## config.mk

```make
export PLATFORM = sky130hd
export DESIGN_NAME = dmac_top
export DESIGN_NICKNAME = d
export VERILOG_FILES = /design/src/rtl/dmac_pkg.sv /design/src/rtl/dmac_buf_if.sv /design/src/rtl/dmac_buf.sv /design/src/rtl/dmac_top.sv
export VERILOG_INCLUDE_DIRS = /design/src /design/src/rtl
export SDC_FILE = /design/constraint.sdc
export NUM_CORES = 2
export LEC_CHECK = 0
export BUFFER_PORTS_ARGS = -buffer_cell sky130_fd_sc_hd__buf_2
export CORE_ASPECT_RATIO = 0.75
export CORE_UTILIZATION = 50
export DETAILED_ROUTE_END_ITERATION = 12
export PLACE_DENSITY = 0.66
export SLEW_MARGIN = 20
export SYNTH_ARGS = -nofsm -noshare
export SYNTH_HDL_FRONTEND = slang
export SYNTH_SLANG_ARGS = --single-unit
```

## constraint.sdc

```tcl
create_clock -name pclk -period 17.07 [get_ports pclk]
set_input_delay 1.707 -clock pclk [delete_from_list [all_inputs] [get_ports pclk]]
set_output_delay 1.707 -clock pclk [all_outputs]
set_load 0.05 [all_outputs]
```

## src/rtl/dmac_defines.svh

```systemverilog
`ifndef DMAC_DEFINES_SVH
`define DMAC_DEFINES_SVH

// Channel window: channel n at n * CH_STRIDE, register index in paddr[4:2]
`define DMAC_CH_STRIDE      12'h020
`define DMAC_CH_LIMIT       12'h080
`define DMAC_IDX_SRC        3'h0
`define DMAC_IDX_DST        3'h1
`define DMAC_IDX_CNT        3'h2
`define DMAC_IDX_SSTEP      3'h3
`define DMAC_IDX_DSTEP      3'h4
`define DMAC_IDX_CTRL       3'h5
`define DMAC_IDX_STAT       3'h6
`define DMAC_IDX_CHAIN      3'h7
`define DMAC_OFF_MASTER     12'h080
`define DMAC_OFF_FILL_LO    12'h084
`define DMAC_OFF_FILL_HI    12'h088

// Channel control fields
`define DMAC_CTL_ACTIVE     0
`define DMAC_CTL_EXTREQ     1
`define DMAC_CTL_SADDR      2
`define DMAC_CTL_EDGE       3
`define DMAC_CTL_BIGEND     4
`define DMAC_CTL_MEM2IO     5
`define DMAC_CTL_WID_LO     6
`define DMAC_CTL_WID_HI     7
`define DMAC_CTL_MASK       32'h0000_00FF

// Channel status fields
`define DMAC_STA_DONE       0
`define DMAC_STA_BUSY       1

// Master control fields
`define DMAC_MST_ENABLE     0
`define DMAC_MST_FIXED      1
`define DMAC_MST_MASK       32'h0000_0003

`define DMAC_RST_WORD       32'h0000_0000
`define DMAC_RST_CNT        26'h000_0000
`define DMAC_RST_STEP       24'h00_0008

// Burst limit in double words and the byte size of one double word
`define DMAC_BURST_MAX      4'h8
`define DMAC_DW_BYTES       26'h000_0008
`define DMAC_BURST_BYTES    26'h000_0040

// Bus access sizes
`define DMAC_SIZE_BYTE      2'h0
`define DMAC_SIZE_HALF      2'h1
`define DMAC_SIZE_WORD      2'h2
`define DMAC_SIZE_DWORD     2'h3

`endif

```

## src/rtl/dmac_pkg.sv

```systemverilog
package dmac_pkg;

	typedef enum logic [1:0] {
		DMAC_IDLE,
		DMAC_READ,
		DMAC_WPREP,
		DMAC_WRITE
	} dmac_state_t;

	typedef logic [25:0] dmac_cnt_t;
	typedef logic [23:0] dmac_step_t;
	typedef logic [63:0] dmac_dw_t;

endpackage

```

## src/rtl/dmac_buf_if.sv

```systemverilog
interface dmac_buf_if;
	import dmac_pkg::*;
	logic       wr_en;
	logic [2:0] wr_slot;
	dmac_dw_t   wr_data;
	logic [2:0] rd_slot;
	dmac_dw_t   rd_data;

	modport owner (output wr_en, output wr_slot, output wr_data, output rd_slot, input rd_data);
	modport store (input wr_en, input wr_slot, input wr_data, input rd_slot, output rd_data);
endinterface

```

## src/rtl/dmac_buf.sv

```systemverilog
module dmac_buf
	import dmac_pkg::*;
(
	// Clock and reset
	input wire logic  pclk,
	input wire logic  presetn,
	// Burst store
	dmac_buf_if.store bif
);

	dmac_dw_t mem [8];
	dmac_dw_t rd_data_ff;

	always_ff @(posedge pclk) begin
		if (bif.wr_en) begin
			mem[bif.wr_slot] <= bif.wr_data;
		end
	end

	// Registered read: one cycle from slot to data
	always_ff @(posedge pclk or negedge presetn) begin
		if (!presetn) begin
			rd_data_ff <= 64'h0000_0000_0000_0000;
		end else begin
			rd_data_ff <= mem[bif.rd_slot];
		end
	end

	assign bif.rd_data = rd_data_ff;

endmodule

```

## src/rtl/dmac_top.sv

```systemverilog
// Function
// - Separation direction low during active external reads
// - Four channels, each with own registers
// - Copy bursts up to eight double words
// - Fill writes shared fill value repeatedly
// - Signed 24-bit steps added per transfer
// - 26-bit byte count tracks remaining length
// - Round robin or fixed priority arbitration
// - Per-channel big or little endian
// - External request bit selects I/O or memory
// - Memory mode copies or fills, no request
// - I/O widths of 8, 16, 32 bits
// - Single-address or dual-address I/O transfers
// - Shared master control and fill registers
// - Edges before acknowledge release are ignored
`include "dmac_defines.svh"
module dmac_top
	import dmac_pkg::*;
(
	// Clock and reset
	input  wire logic        pclk,
	input  wire logic        presetn,
	// APB slave
	input  wire logic        psel,
	input  wire logic        penable,
	input  wire logic        pwrite,
	input  wire logic [11:0] paddr,
	input  wire logic [31:0] pwdata,
	output logic      [31:0] prdata,
	output logic             pready,
	output logic             pslverr,
	// External bus master
	output logic             bus_req,
	output logic             bus_write,
	output logic      [31:0] bus_addr,
	output logic      [63:0] bus_wdata,
	output logic      [1:0]  bus_size,
	input  wire logic        bus_ack,
	input  wire logic [63:0] bus_rdata,
	output logic             bus_separate_dir_n,
	// External I/O handshake
	input  wire logic [3:0]  xfer_request,
	output logic      [3:0]  xfer_acknowledge
);

	function automatic dmac_dw_t swap_bytes(input dmac_dw_t d);
		dmac_dw_t r;
		r = 64'h0;
		for (int b = 0; b < 8; b++) begin
			r[8*b +: 8] = d[8*(7-b) +: 8];
		end
		return r;
	endfunction

	// Returns {found, index}; fixed scans from 0, round robin from after last
	function automatic logic [2:0] arb_pick(input logic [3:0] req, input logic [1:0] last,
		input logic fixed);
		logic [2:0] r;
		logic [1:0] idx;
		r = 3'h0;
		for (int k = 3; k >= 0; k--) begin
			idx = fixed ? 2'(k) : 2'(last + 2'(k) + 2'h1);
			if (req[idx]) begin
				r = {1'b1, idx};
			end
		end
		return r;
	endfunction

	function automatic dmac_cnt_t min_cnt(input dmac_cnt_t a, input dmac_cnt_t b);
		return (a < b) ? a : b;
	endfunction

	// Per-channel register sets, then the shared master and fill registers
	logic [31:0] src_ff   [4];
	logic [31:0] dst_ff   [4];
	dmac_cnt_t   cnt_ff   [4];
	dmac_step_t  sstep_ff [4];
	dmac_step_t  dstep_ff [4];
	logic [31:0] ctrl_ff  [4];
	logic [31:0] chain_ff [4];
	logic [3:0]  done_ff;
	logic [31:0] master_ff;
	dmac_dw_t    fill_ff;

	dmac_state_t state_ff;
	logic [1:0]  cur_ff;
	logic [1:0]  last_ff;
	logic [3:0]  beats_ff;
	logic [3:0]  beat_ff;
	logic [3:0]  req_prev_ff;
	logic [3:0]  edge_pend_ff;

	dmac_buf_if bif ();

	dmac_buf u_buf (
		.pclk    (pclk),
		.presetn (presetn),
		.bif     (bif)
	);

	// APB decode: one wait state, answer from registers
	wire        apb_acc   = psel && penable && !pready;
	wire        apb_wr    = psel && penable && pready && pwrite && !pslverr;
	wire        in_ch     = paddr < `DMAC_CH_LIMIT;
	wire [1:0]  a_ch      = paddr[6:5];
	wire [2:0]  a_idx     = paddr[4:2];
	wire        a_master  = paddr == `DMAC_OFF_MASTER;
	wire        a_fill_lo = paddr == `DMAC_OFF_FILL_LO;
	wire        a_fill_hi = paddr == `DMAC_OFF_FILL_HI;
	wire        a_mapped  = (in_ch || a_master || a_fill_lo || a_fill_hi) && paddr[1:0] == 2'h0;

	logic [31:0] rd_mux;
	always_comb begin
		rd_mux = `DMAC_RST_WORD;
		if (in_ch) begin
			unique case (a_idx)
				`DMAC_IDX_SRC:   rd_mux = src_ff[a_ch];
				`DMAC_IDX_DST:   rd_mux = dst_ff[a_ch];
				`DMAC_IDX_CNT:   rd_mux = {6'h00, cnt_ff[a_ch]};
				`DMAC_IDX_SSTEP: rd_mux = {{8{sstep_ff[a_ch][23]}}, sstep_ff[a_ch]};
				`DMAC_IDX_DSTEP: rd_mux = {{8{dstep_ff[a_ch][23]}}, dstep_ff[a_ch]};
				`DMAC_IDX_CTRL:  rd_mux = ctrl_ff[a_ch];
				`DMAC_IDX_STAT:  rd_mux = {30'h0, ctrl_ff[a_ch][`DMAC_CTL_ACTIVE], done_ff[a_ch]};
				`DMAC_IDX_CHAIN: rd_mux = chain_ff[a_ch];
			endcase
		end else if (a_master) begin
			rd_mux = master_ff;
		end else if (a_fill_lo) begin
			rd_mux = fill_ff[31:0];
		end else if (a_fill_hi) begin
			rd_mux = fill_ff[63:32];
		end
	end

	always_ff @(posedge pclk or negedge presetn) begin
		if (!presetn) begin
			pready  <= 1'b0;
			pslverr <= 1'b0;
			prdata  <= `DMAC_RST_WORD;
		end else begin
			pready  <= apb_acc;
			pslverr <= apb_acc && !a_mapped;
			prdata  <= (apb_acc && a_mapped && !pwrite) ? rd_mux : `DMAC_RST_WORD;
		end
	end

	// Current channel fields
	wire [31:0] cctl     = ctrl_ff[cur_ff];
	wire        c_extreq = cctl[`DMAC_CTL_EXTREQ];
	wire        c_saddr  = cctl[`DMAC_CTL_SADDR];
	wire        c_fill   = !c_extreq && c_saddr;
	wire        c_mem2io = cctl[`DMAC_CTL_MEM2IO];
	wire        c_bigend = cctl[`DMAC_CTL_BIGEND];
	wire [1:0]  c_wid    = cctl[`DMAC_CTL_WID_HI:`DMAC_CTL_WID_LO];
	wire [1:0]  c_size   = !c_extreq ? `DMAC_SIZE_DWORD :
		(c_wid == 2'h0 ? `DMAC_SIZE_BYTE : c_wid == 2'h1 ? `DMAC_SIZE_HALF : `DMAC_SIZE_WORD);
	wire dmac_cnt_t c_unit = !c_extreq ? `DMAC_DW_BYTES : (dmac_cnt_t'(1) << c_size);
	wire dmac_cnt_t c_dec  = min_cnt(cnt_ff[cur_ff], c_unit);

	// Requests: memory channels need none; I/O channels need a detected request
	logic [3:0] ch_ready;
	logic [3:0] edge_seen;
	always_comb begin
		for (int i = 0; i < 4; i++) begin
			edge_seen[i] = xfer_request[i] && !req_prev_ff[i] && !xfer_acknowledge[i];
			ch_ready[i]  = ctrl_ff[i][`DMAC_CTL_ACTIVE] && cnt_ff[i] != `DMAC_RST_CNT &&
				(!ctrl_ff[i][`DMAC_CTL_EXTREQ] ||
				(ctrl_ff[i][`DMAC_CTL_EDGE] ? edge_pend_ff[i] :
				xfer_request[i] && !xfer_acknowledge[i]));
		end
	end

	wire [2:0] pick  = arb_pick(ch_ready, last_ff, master_ff[`DMAC_MST_FIXED]);
	wire       grant = state_ff == DMAC_IDLE && master_ff[`DMAC_MST_ENABLE] && pick[2];
	wire [1:0] g_ch  = pick[1:0];

	// Burst length: up to eight double words in memory mode, one unit otherwise
	wire [25:0] g_cnt   = cnt_ff[g_ch];
	wire [3:0]  g_beats = (ctrl_ff[g_ch][`DMAC_CTL_EXTREQ] || g_cnt >= `DMAC_BURST_BYTES) ?
		(ctrl_ff[g_ch][`DMAC_CTL_EXTREQ] ? 4'h1 : `DMAC_BURST_MAX) :
		4'((g_cnt + 26'h7) >> 3);

	wire beat_ack  = bus_req && bus_ack;
	wire last_beat = beat_ff == beats_ff - 4'h1;
	wire rd_done   = state_ff == DMAC_READ && beat_ack;
	wire wr_done   = state_ff == DMAC_WRITE && beat_ack;
	// Single-address I/O finishes on its one access, whatever its direction
	wire single_io = c_extreq && c_saddr;
	wire unit_done = (single_io && (rd_done || wr_done)) || (!single_io && wr_done);
	wire upd_src   = rd_done || (wr_done && c_fill) || (single_io && wr_done);
	wire upd_dst   = wr_done && !c_fill && !single_io;
	wire finish    = unit_done && last_beat;
	wire ch_empty  = cnt_ff[cur_ff] == c_dec;

	wire [31:0] s_step = {{8{sstep_ff[cur_ff][23]}}, sstep_ff[cur_ff]};
	wire [31:0] d_step = {{8{dstep_ff[cur_ff][23]}}, dstep_ff[cur_ff]};

	// Data for the write beat: fill value or buffered read data
	wire dmac_dw_t wr_src  = c_fill ? fill_ff : bif.rd_data;
	wire dmac_dw_t wr_data = c_bigend ? swap_bytes(wr_src) : wr_src;

	assign bif.wr_en   = rd_done && !single_io;
	assign bif.wr_slot = beat_ff[2:0];
	assign bif.wr_data = bus_rdata;
	assign bif.rd_slot = beat_ff[2:0];

	// Register file: a running channel's own updates win over software
	always_ff @(posedge pclk or negedge presetn) begin
		if (!presetn) begin
			for (int i = 0; i < 4; i++) begin
				src_ff[i]   <= `DMAC_RST_WORD;
				dst_ff[i]   <= `DMAC_RST_WORD;
				cnt_ff[i]   <= `DMAC_RST_CNT;
				sstep_ff[i] <= `DMAC_RST_STEP;
				dstep_ff[i] <= `DMAC_RST_STEP;
				ctrl_ff[i]  <= `DMAC_RST_WORD;
				chain_ff[i] <= `DMAC_RST_WORD;
			end
			done_ff   <= 4'h0;
			master_ff <= `DMAC_RST_WORD;
			fill_ff   <= 64'h0000_0000_0000_0000;
		end else begin
			for (int i = 0; i < 4; i++) begin
				if (apb_wr && in_ch && a_ch == 2'(i)) begin
					unique case (a_idx)
						`DMAC_IDX_SRC:   src_ff[i]   <= pwdata;
						`DMAC_IDX_DST:   dst_ff[i]   <= pwdata;
						`DMAC_IDX_CNT:   cnt_ff[i]   <= pwdata[25:0];
						`DMAC_IDX_SSTEP: sstep_ff[i] <= pwdata[23:0];
						`DMAC_IDX_DSTEP: dstep_ff[i] <= pwdata[23:0];
						`DMAC_IDX_CTRL:  ctrl_ff[i]  <= pwdata & `DMAC_CTL_MASK;
						`DMAC_IDX_STAT:  done_ff[i]  <= done_ff[i] && !pwdata[`DMAC_STA_DONE];
						`DMAC_IDX_CHAIN: chain_ff[i] <= pwdata;
					endcase
				end
			end
			if (upd_src) begin
				src_ff[cur_ff] <= src_ff[cur_ff] + s_step;
			end
			if (upd_dst) begin
				dst_ff[cur_ff] <= dst_ff[cur_ff] + d_step;
			end
			if (unit_done) begin
				cnt_ff[cur_ff] <= cnt_ff[cur_ff] - c_dec;
			end
			if (unit_done && ch_empty) begin
				ctrl_ff[cur_ff][`DMAC_CTL_ACTIVE] <= 1'b0;
				done_ff[cur_ff] <= 1'b1;
			end
			if (apb_wr && a_master) begin
				master_ff <= pwdata & `DMAC_MST_MASK;
			end
			if (apb_wr && a_fill_lo) begin
				fill_ff[31:0] <= pwdata;
			end
			if (apb_wr && a_fill_hi) begin
				fill_ff[63:32] <= pwdata;
			end
		end
	end

	// Edge requests latch only while acknowledge is released; grant consumes them
	always_ff @(posedge pclk or negedge presetn) begin
		if (!presetn) begin
			req_prev_ff  <= 4'h0;
			edge_pend_ff <= 4'h0;
		end else begin
			req_prev_ff <= xfer_request;
			for (int i = 0; i < 4; i++) begin
				if (edge_seen[i]) begin
					edge_pend_ff[i] <= 1'b1;
				end else if (grant && g_ch == 2'(i)) begin
					edge_pend_ff[i] <= 1'b0;
				end
			end
		end
	end

	// Transfer sequencer: channel kept until its burst completes
	always_ff @(posedge pclk or negedge presetn) begin
		if (!presetn) begin
			state_ff <= DMAC_IDLE;
			cur_ff   <= 2'h0;
			last_ff  <= 2'h3;
			beats_ff <= 4'h0;
			beat_ff  <= 4'h0;
		end else begin
			unique case (state_ff)
				DMAC_IDLE: begin
					if (grant) begin
						cur_ff   <= g_ch;
						last_ff  <= g_ch;
						beats_ff <= g_beats;
						beat_ff  <= 4'h0;
						state_ff <= (!ctrl_ff[g_ch][`DMAC_CTL_EXTREQ] &&
							ctrl_ff[g_ch][`DMAC_CTL_SADDR]) ? DMAC_WPREP : DMAC_READ;
					end
				end
				DMAC_READ: begin
					if (rd_done && single_io) begin
						state_ff <= DMAC_IDLE;
					end else if (rd_done) begin
						beat_ff  <= last_beat ? 4'h0 : beat_ff + 4'h1;
						state_ff <= last_beat ? DMAC_WPREP : DMAC_READ;
					end
				end
				DMAC_WPREP: state_ff <= DMAC_WRITE;
				DMAC_WRITE: begin
					if (wr_done) begin
						beat_ff  <= beat_ff + 4'h1;
						state_ff <= last_beat ? DMAC_IDLE : DMAC_WPREP;
					end
				end
			endcase
		end
	end

	// Bus request: single-address I/O does one access, its direction from mem2io
	wire        go_read  = grant ? 1'b0 : (state_ff == DMAC_READ && !bus_req);
	wire        go_write = state_ff == DMAC_WRITE && !bus_req;
	wire        s_rd_dir = single_io ? c_mem2io : 1'b1;
	wire [31:0] rd_addr  = src_ff[cur_ff];
	wire [31:0] wr_addr  = (c_fill || single_io) ? src_ff[cur_ff] : dst_ff[cur_ff];
	wire        hold_req = bus_req && !bus_ack;

	always_ff @(posedge pclk or negedge presetn) begin
		if (!presetn) begin
			bus_req   <= 1'b0;
			bus_write <= 1'b0;
			bus_addr  <= `DMAC_RST_WORD;
			bus_wdata <= 64'h0000_0000_0000_0000;
			bus_size  <= `DMAC_SIZE_DWORD;
		end else if (hold_req) begin
			bus_req <= 1'b1;
		end else if (go_read && !beat_ack) begin
			bus_req   <= 1'b1;
			bus_write <= !s_rd_dir;
			bus_addr  <= rd_addr;
			bus_size  <= c_size;
		end else if (go_write && !beat_ack) begin
			bus_req   <= 1'b1;
			bus_write <= 1'b1;
			bus_addr  <= wr_addr;
			bus_wdata <= wr_data;
			bus_size  <= c_size;
		end else begin
			bus_req <= 1'b0;
		end
	end

	// Acknowledge spans the whole unit of an I/O channel; direction flag on reads
	always_ff @(posedge pclk or negedge presetn) begin
		if (!presetn) begin
			xfer_acknowledge   <= 4'h0;
			bus_separate_dir_n <= 1'b1;
		end else begin
			for (int i = 0; i < 4; i++) begin
				xfer_acknowledge[i] <= state_ff != DMAC_IDLE && cur_ff == 2'(i) && c_extreq &&
					!finish;
			end
			bus_separate_dir_n <= !((go_read && !beat_ack && s_rd_dir) ||
				(hold_req && !bus_write));
		end
	end

endmodule

```

==> results.md <==
- Status: finished, final reports clean
- Final Hold Slack: ~0.44 ns
- Number of synthesized flops with an enable pin: between 500 and 600
- Buffers on Ports: 256
- Cell variety after synth: 86
- Maxcap violations: 0
- Setup WS pre-CTS: roughly 10 ns
- Most frequent cell after synthesis: dfrtp_1
- Internal: 6.83 mW
- Req. time, crit path: 17.81 ns
- Seq cells post-synth: 1519
- Post-synth top cells: 994 x dfrtp_1, 700 x mux2_2, 512 x edfxtp_1
- DRC violations left: 0
- Clock transition at path regs: roughly 0.070 ns
- Hold depth: 1
- Worst path most repeated cell: nand2_1
- Worst-Skew Late Latency: 0.84 ns
- Initial antenna violation count: 27
- Final min period: 6.80 ns
- Final WS setup: just over 10 ns
- Sw frac: 33.1%
- Async set-reset flop share out of synthesis: approximately two thirds
- Maximum VDD drop: 88.7 uV
- Cell row count: between 100 and 150
- Die Height: between 300 and 400 um
- Initial core utilization: 50.6%
- Synth top area share: 33.7%
- Post-route ant nets: 0
- Rel. slew slack: 17.2%
- Met2 Use GR: a little under half
- Die span in x: roughly 450 um
- DR vias: 50500
- Warnings, synthesis: 0
- Die ar.: 149000 um2
- Fmax: between 100 and 150 MHz
- Switching Power: 3.37 mW
- Fill cells: around 12000
- Crit path depth: 20
- Hold Crit Class: reg2reg
- GRT Max-Usage Layer: met2
- Cell Pwr Density: 124 nW/um2
- Root buf cell: clkbuf_16
- Cell type with the largest total area after synthesis: dfrtp_1
- Sinks on Clock Net: 1519
- M3 GR Usage: 7.47%
- Post-CTS Setup Bufs: 0
- Mapped Area: 73700 um2
- Reg power frac: 42.7%
- Reg2Reg Depth: 20
- Wire per inst: 30.9 um
- Period utilization: around 40%
- Final hold vios: 0
- Synth top area cells: dfrtp_1 34%, edfxtp_1 21%, mux4_2 12%
- Total wire length: 236 mm
- Iteration-0 DRC Markers: 6426
- First-pass GRT wire length: 345 mm
- Worst path max stage delay: slightly below 0.9 ns
- Post-CTS Hold Buffers: 0
- Max Clock Skew: ~0.034 ns
- Placeable Area: 146000 um2
- Largest net degree at the start of global routing: 161
- Endpoint type of the worst setup path: flip-flop
- Critical-path top delay cell: dfrtp_4
- Synthesized area per cell: 13.6 um2
- Share of cells above drive strength 1: between 30% and 40%
- Core Util, Final: 56.3%
- Crit-path cells: buf_4, mux4_2, nor3_2, nor3b_1, and2b_4, nand4_1, a211oi_4, mux2_1, ha_1, inv_1, fa_1, a21o_1, a21oi_1, nor2b_4, and2_4, nand2_1, or3_4, xnor2_2, nand2_1, o21ai_1
- H-Tree Depth: 4
- GRT Util Overall: 31.6%
- Gate count after technology mapping: 5424
- Fin Setup TNS: 0 ns
- Post-cts repair resize count: 0
- Syn Nets: 5616
- CTS Buffer Depth: 3
- CP Buf/Inv Count: 2
- Routability cong.: around 0.93
- TritonCTS clock tree: done
- CTS buffer count: 150
- RSZ-0062 raised after global routing: no
- Syn-to-layout area delta: 11.3%
- Logic pwr share: 23.7%
- Crit Path Max Fanout: 56
- I/O pin cnt: around 260
- Worst Setup Start Kind: flip-flop
- Via/cell ratio: about 6.6
- Dominant synthesized flop cell: dfrtp_1
- Vias in the first global route: 48600
- Worst path arrival time: 7.54 ns
- Finish-stage setup viols: 0
- Least-Margin Pin Slew: 1.23 ns
- Critical path class: reg2reg
- Clk network pwr share: 33.6%
- Power Total: a little over 10 mW
- Pre-antenna DRT Iters: 6
- Register area share after synthesis: between 50% and 60%
- Delay-heaviest family, CP: simple AND/OR/NAND/NOR gates
- Pins Over Slew Limit: 0
- Post-DP HPWL: 150 mm
- Met1 Usage GRT: 46.1%
- Global route overflow: 0
- Final net count: 5706
- Pleak: 34.6 nW
## area by class of cell
cell class | count | area (um2) | area share [%]
multi-input cells | 3453 | 31600 | 38.5
diodes | 12 | 30.0 | 0.0366
repair buffers | 363 | 2150 | 2.62
clock buffers | 217 | 4230 | 5.15
inverters | 27 | 101 | 0.124
clock inverters | 64 | 848 | 1.03
well taps | 1968 | 2460 | 3.00
flip-flops and latches | 1519 | 40600 | 49.5
## worst register-to-register path, stage by stage, from the launching register on
cell and delay, ns:
dfrtp_4 0.87, buf_4 0.84, mux4_2 0.52, nor3_2 0.32, nor3b_1 0.31, and2b_4 0.23, nand4_1 0.36, a211oi_4 0.49
mux2_1 0.20, ha_1 0.14, inv_1 0.07, fa_1 0.46, a21o_1 0.18, a21oi_1 0.31, nor2b_4 0.32, and2_4 0.22
nand2_1 0.10, or3_4 0.35, xnor2_2 0.25, nand2_1 0.09, o21ai_1 0.10
## power by group through the flow
stage          clock (mW)  sequential, mW  combinational (mW)
3_3_place_gp            0            4.40                2.37
6_report             3.43            4.36                2.42
5_1_grt              3.60            4.39                2.56
2_1_floorplan           0            4.73                1.24
3_5_place_dp            0            4.41                2.40
4_1_cts              3.47            4.35                2.41
## metal layers
metal  routed length (um)  share of wire, %
met3                24900                11
met4                 8490               3.6
met2               105000                45
met1                96900                41
met5                  138             0.059
## per-stage QoR
| step | instances | area, um2 |
|---|---|---|
| floorplan | 5424 | 73700 |
| global placement | 7330 | 76900 |
| detailed placement | 7330 | 76900 |
| CTS | 7611 | 82000 |
| global route | 7619 | 82000 |
| finish | 7623 | 82000 |
## registers in the layout (all words and copies together), names as in the netlist, 96 cells and up
signal / count
cnt_ff: 104
dstep_ff: 96
src_ff: 128
sstep_ff: 96
chain_ff: 128
u_buf.mem: 512
dst_ff: 128
## placed cells by master, fill, tap and decap left out, types with 18 or more instances in the layout
master / n
a22oi_1: 316
nand2b_1: 24
clkbuf_8: 21
a31oi_1: 18
and3_1: 63
edfxtp_1: 512
clkbuf_16: 151
buf_4: 104
xor2_1: 48
inv_1: 27
o211ai_1: 19
nor3_1: 28
ha_1: 71
dfrtp_1: 992
a221oi_1: 24
nand2_1: 325
xnor2_1: 38
nand2_2: 21
o21ai_0: 250
mux2i_1: 164
mux2_2: 700
nor2_1: 253
mux4_2: 382
nor4_1: 27
clkbuf_1: 46
nand3_1: 36
a211oi_1: 49
clkinv_2: 30
a21o_1: 33
buf_2: 253
a21oi_1: 282
nand4_1: 75
## final timing paths
kind | startpoint | end | slack (ns)
setup / recovery | cur_ff[1]$_DFFE_PN0P_ | cnt_ff[100]$_DFF_PN0_ | 10.27
hold / removal | req_prev_ff[1]$_DFF_PN0_ | edge_pend_ff[1]$_DFFE_PN0P_ | 0.44
setup reg to reg | cur_ff[1]$_DFFE_PN0P_ | cnt_ff[100]$_DFF_PN0_ | 10.27
hold reg to reg | req_prev_ff[1]$_DFF_PN0_ | edge_pend_ff[1]$_DFFE_PN0P_ | 0.44
max in group asynchronous | presetn | dst_ff[20]$_DFF_PN0_ | 12.49
min in group asynchronous | presetn | bus_wdata[58]$_DFFE_PN0P_ | 0.84
## cell families (layout without fill, tap and decap cells)
kind of cell	Yosys count	in the layout	share of synthesized area, %
multiplexers	1254	1254	24.8
AND/OR/NAND/NOR	964	964	6.13
XOR/XNOR	87	87	1.04
buffers and inverters	452	671	2.41
flip-flops	1519	1519	55.1
other	0	12	0
adder cells (fa/ha/maj)	74	74	1.29
AO/OA/AOI/OAI	1074	1074	9.24
Note: power is estimated with default switching activity, not from simulation.
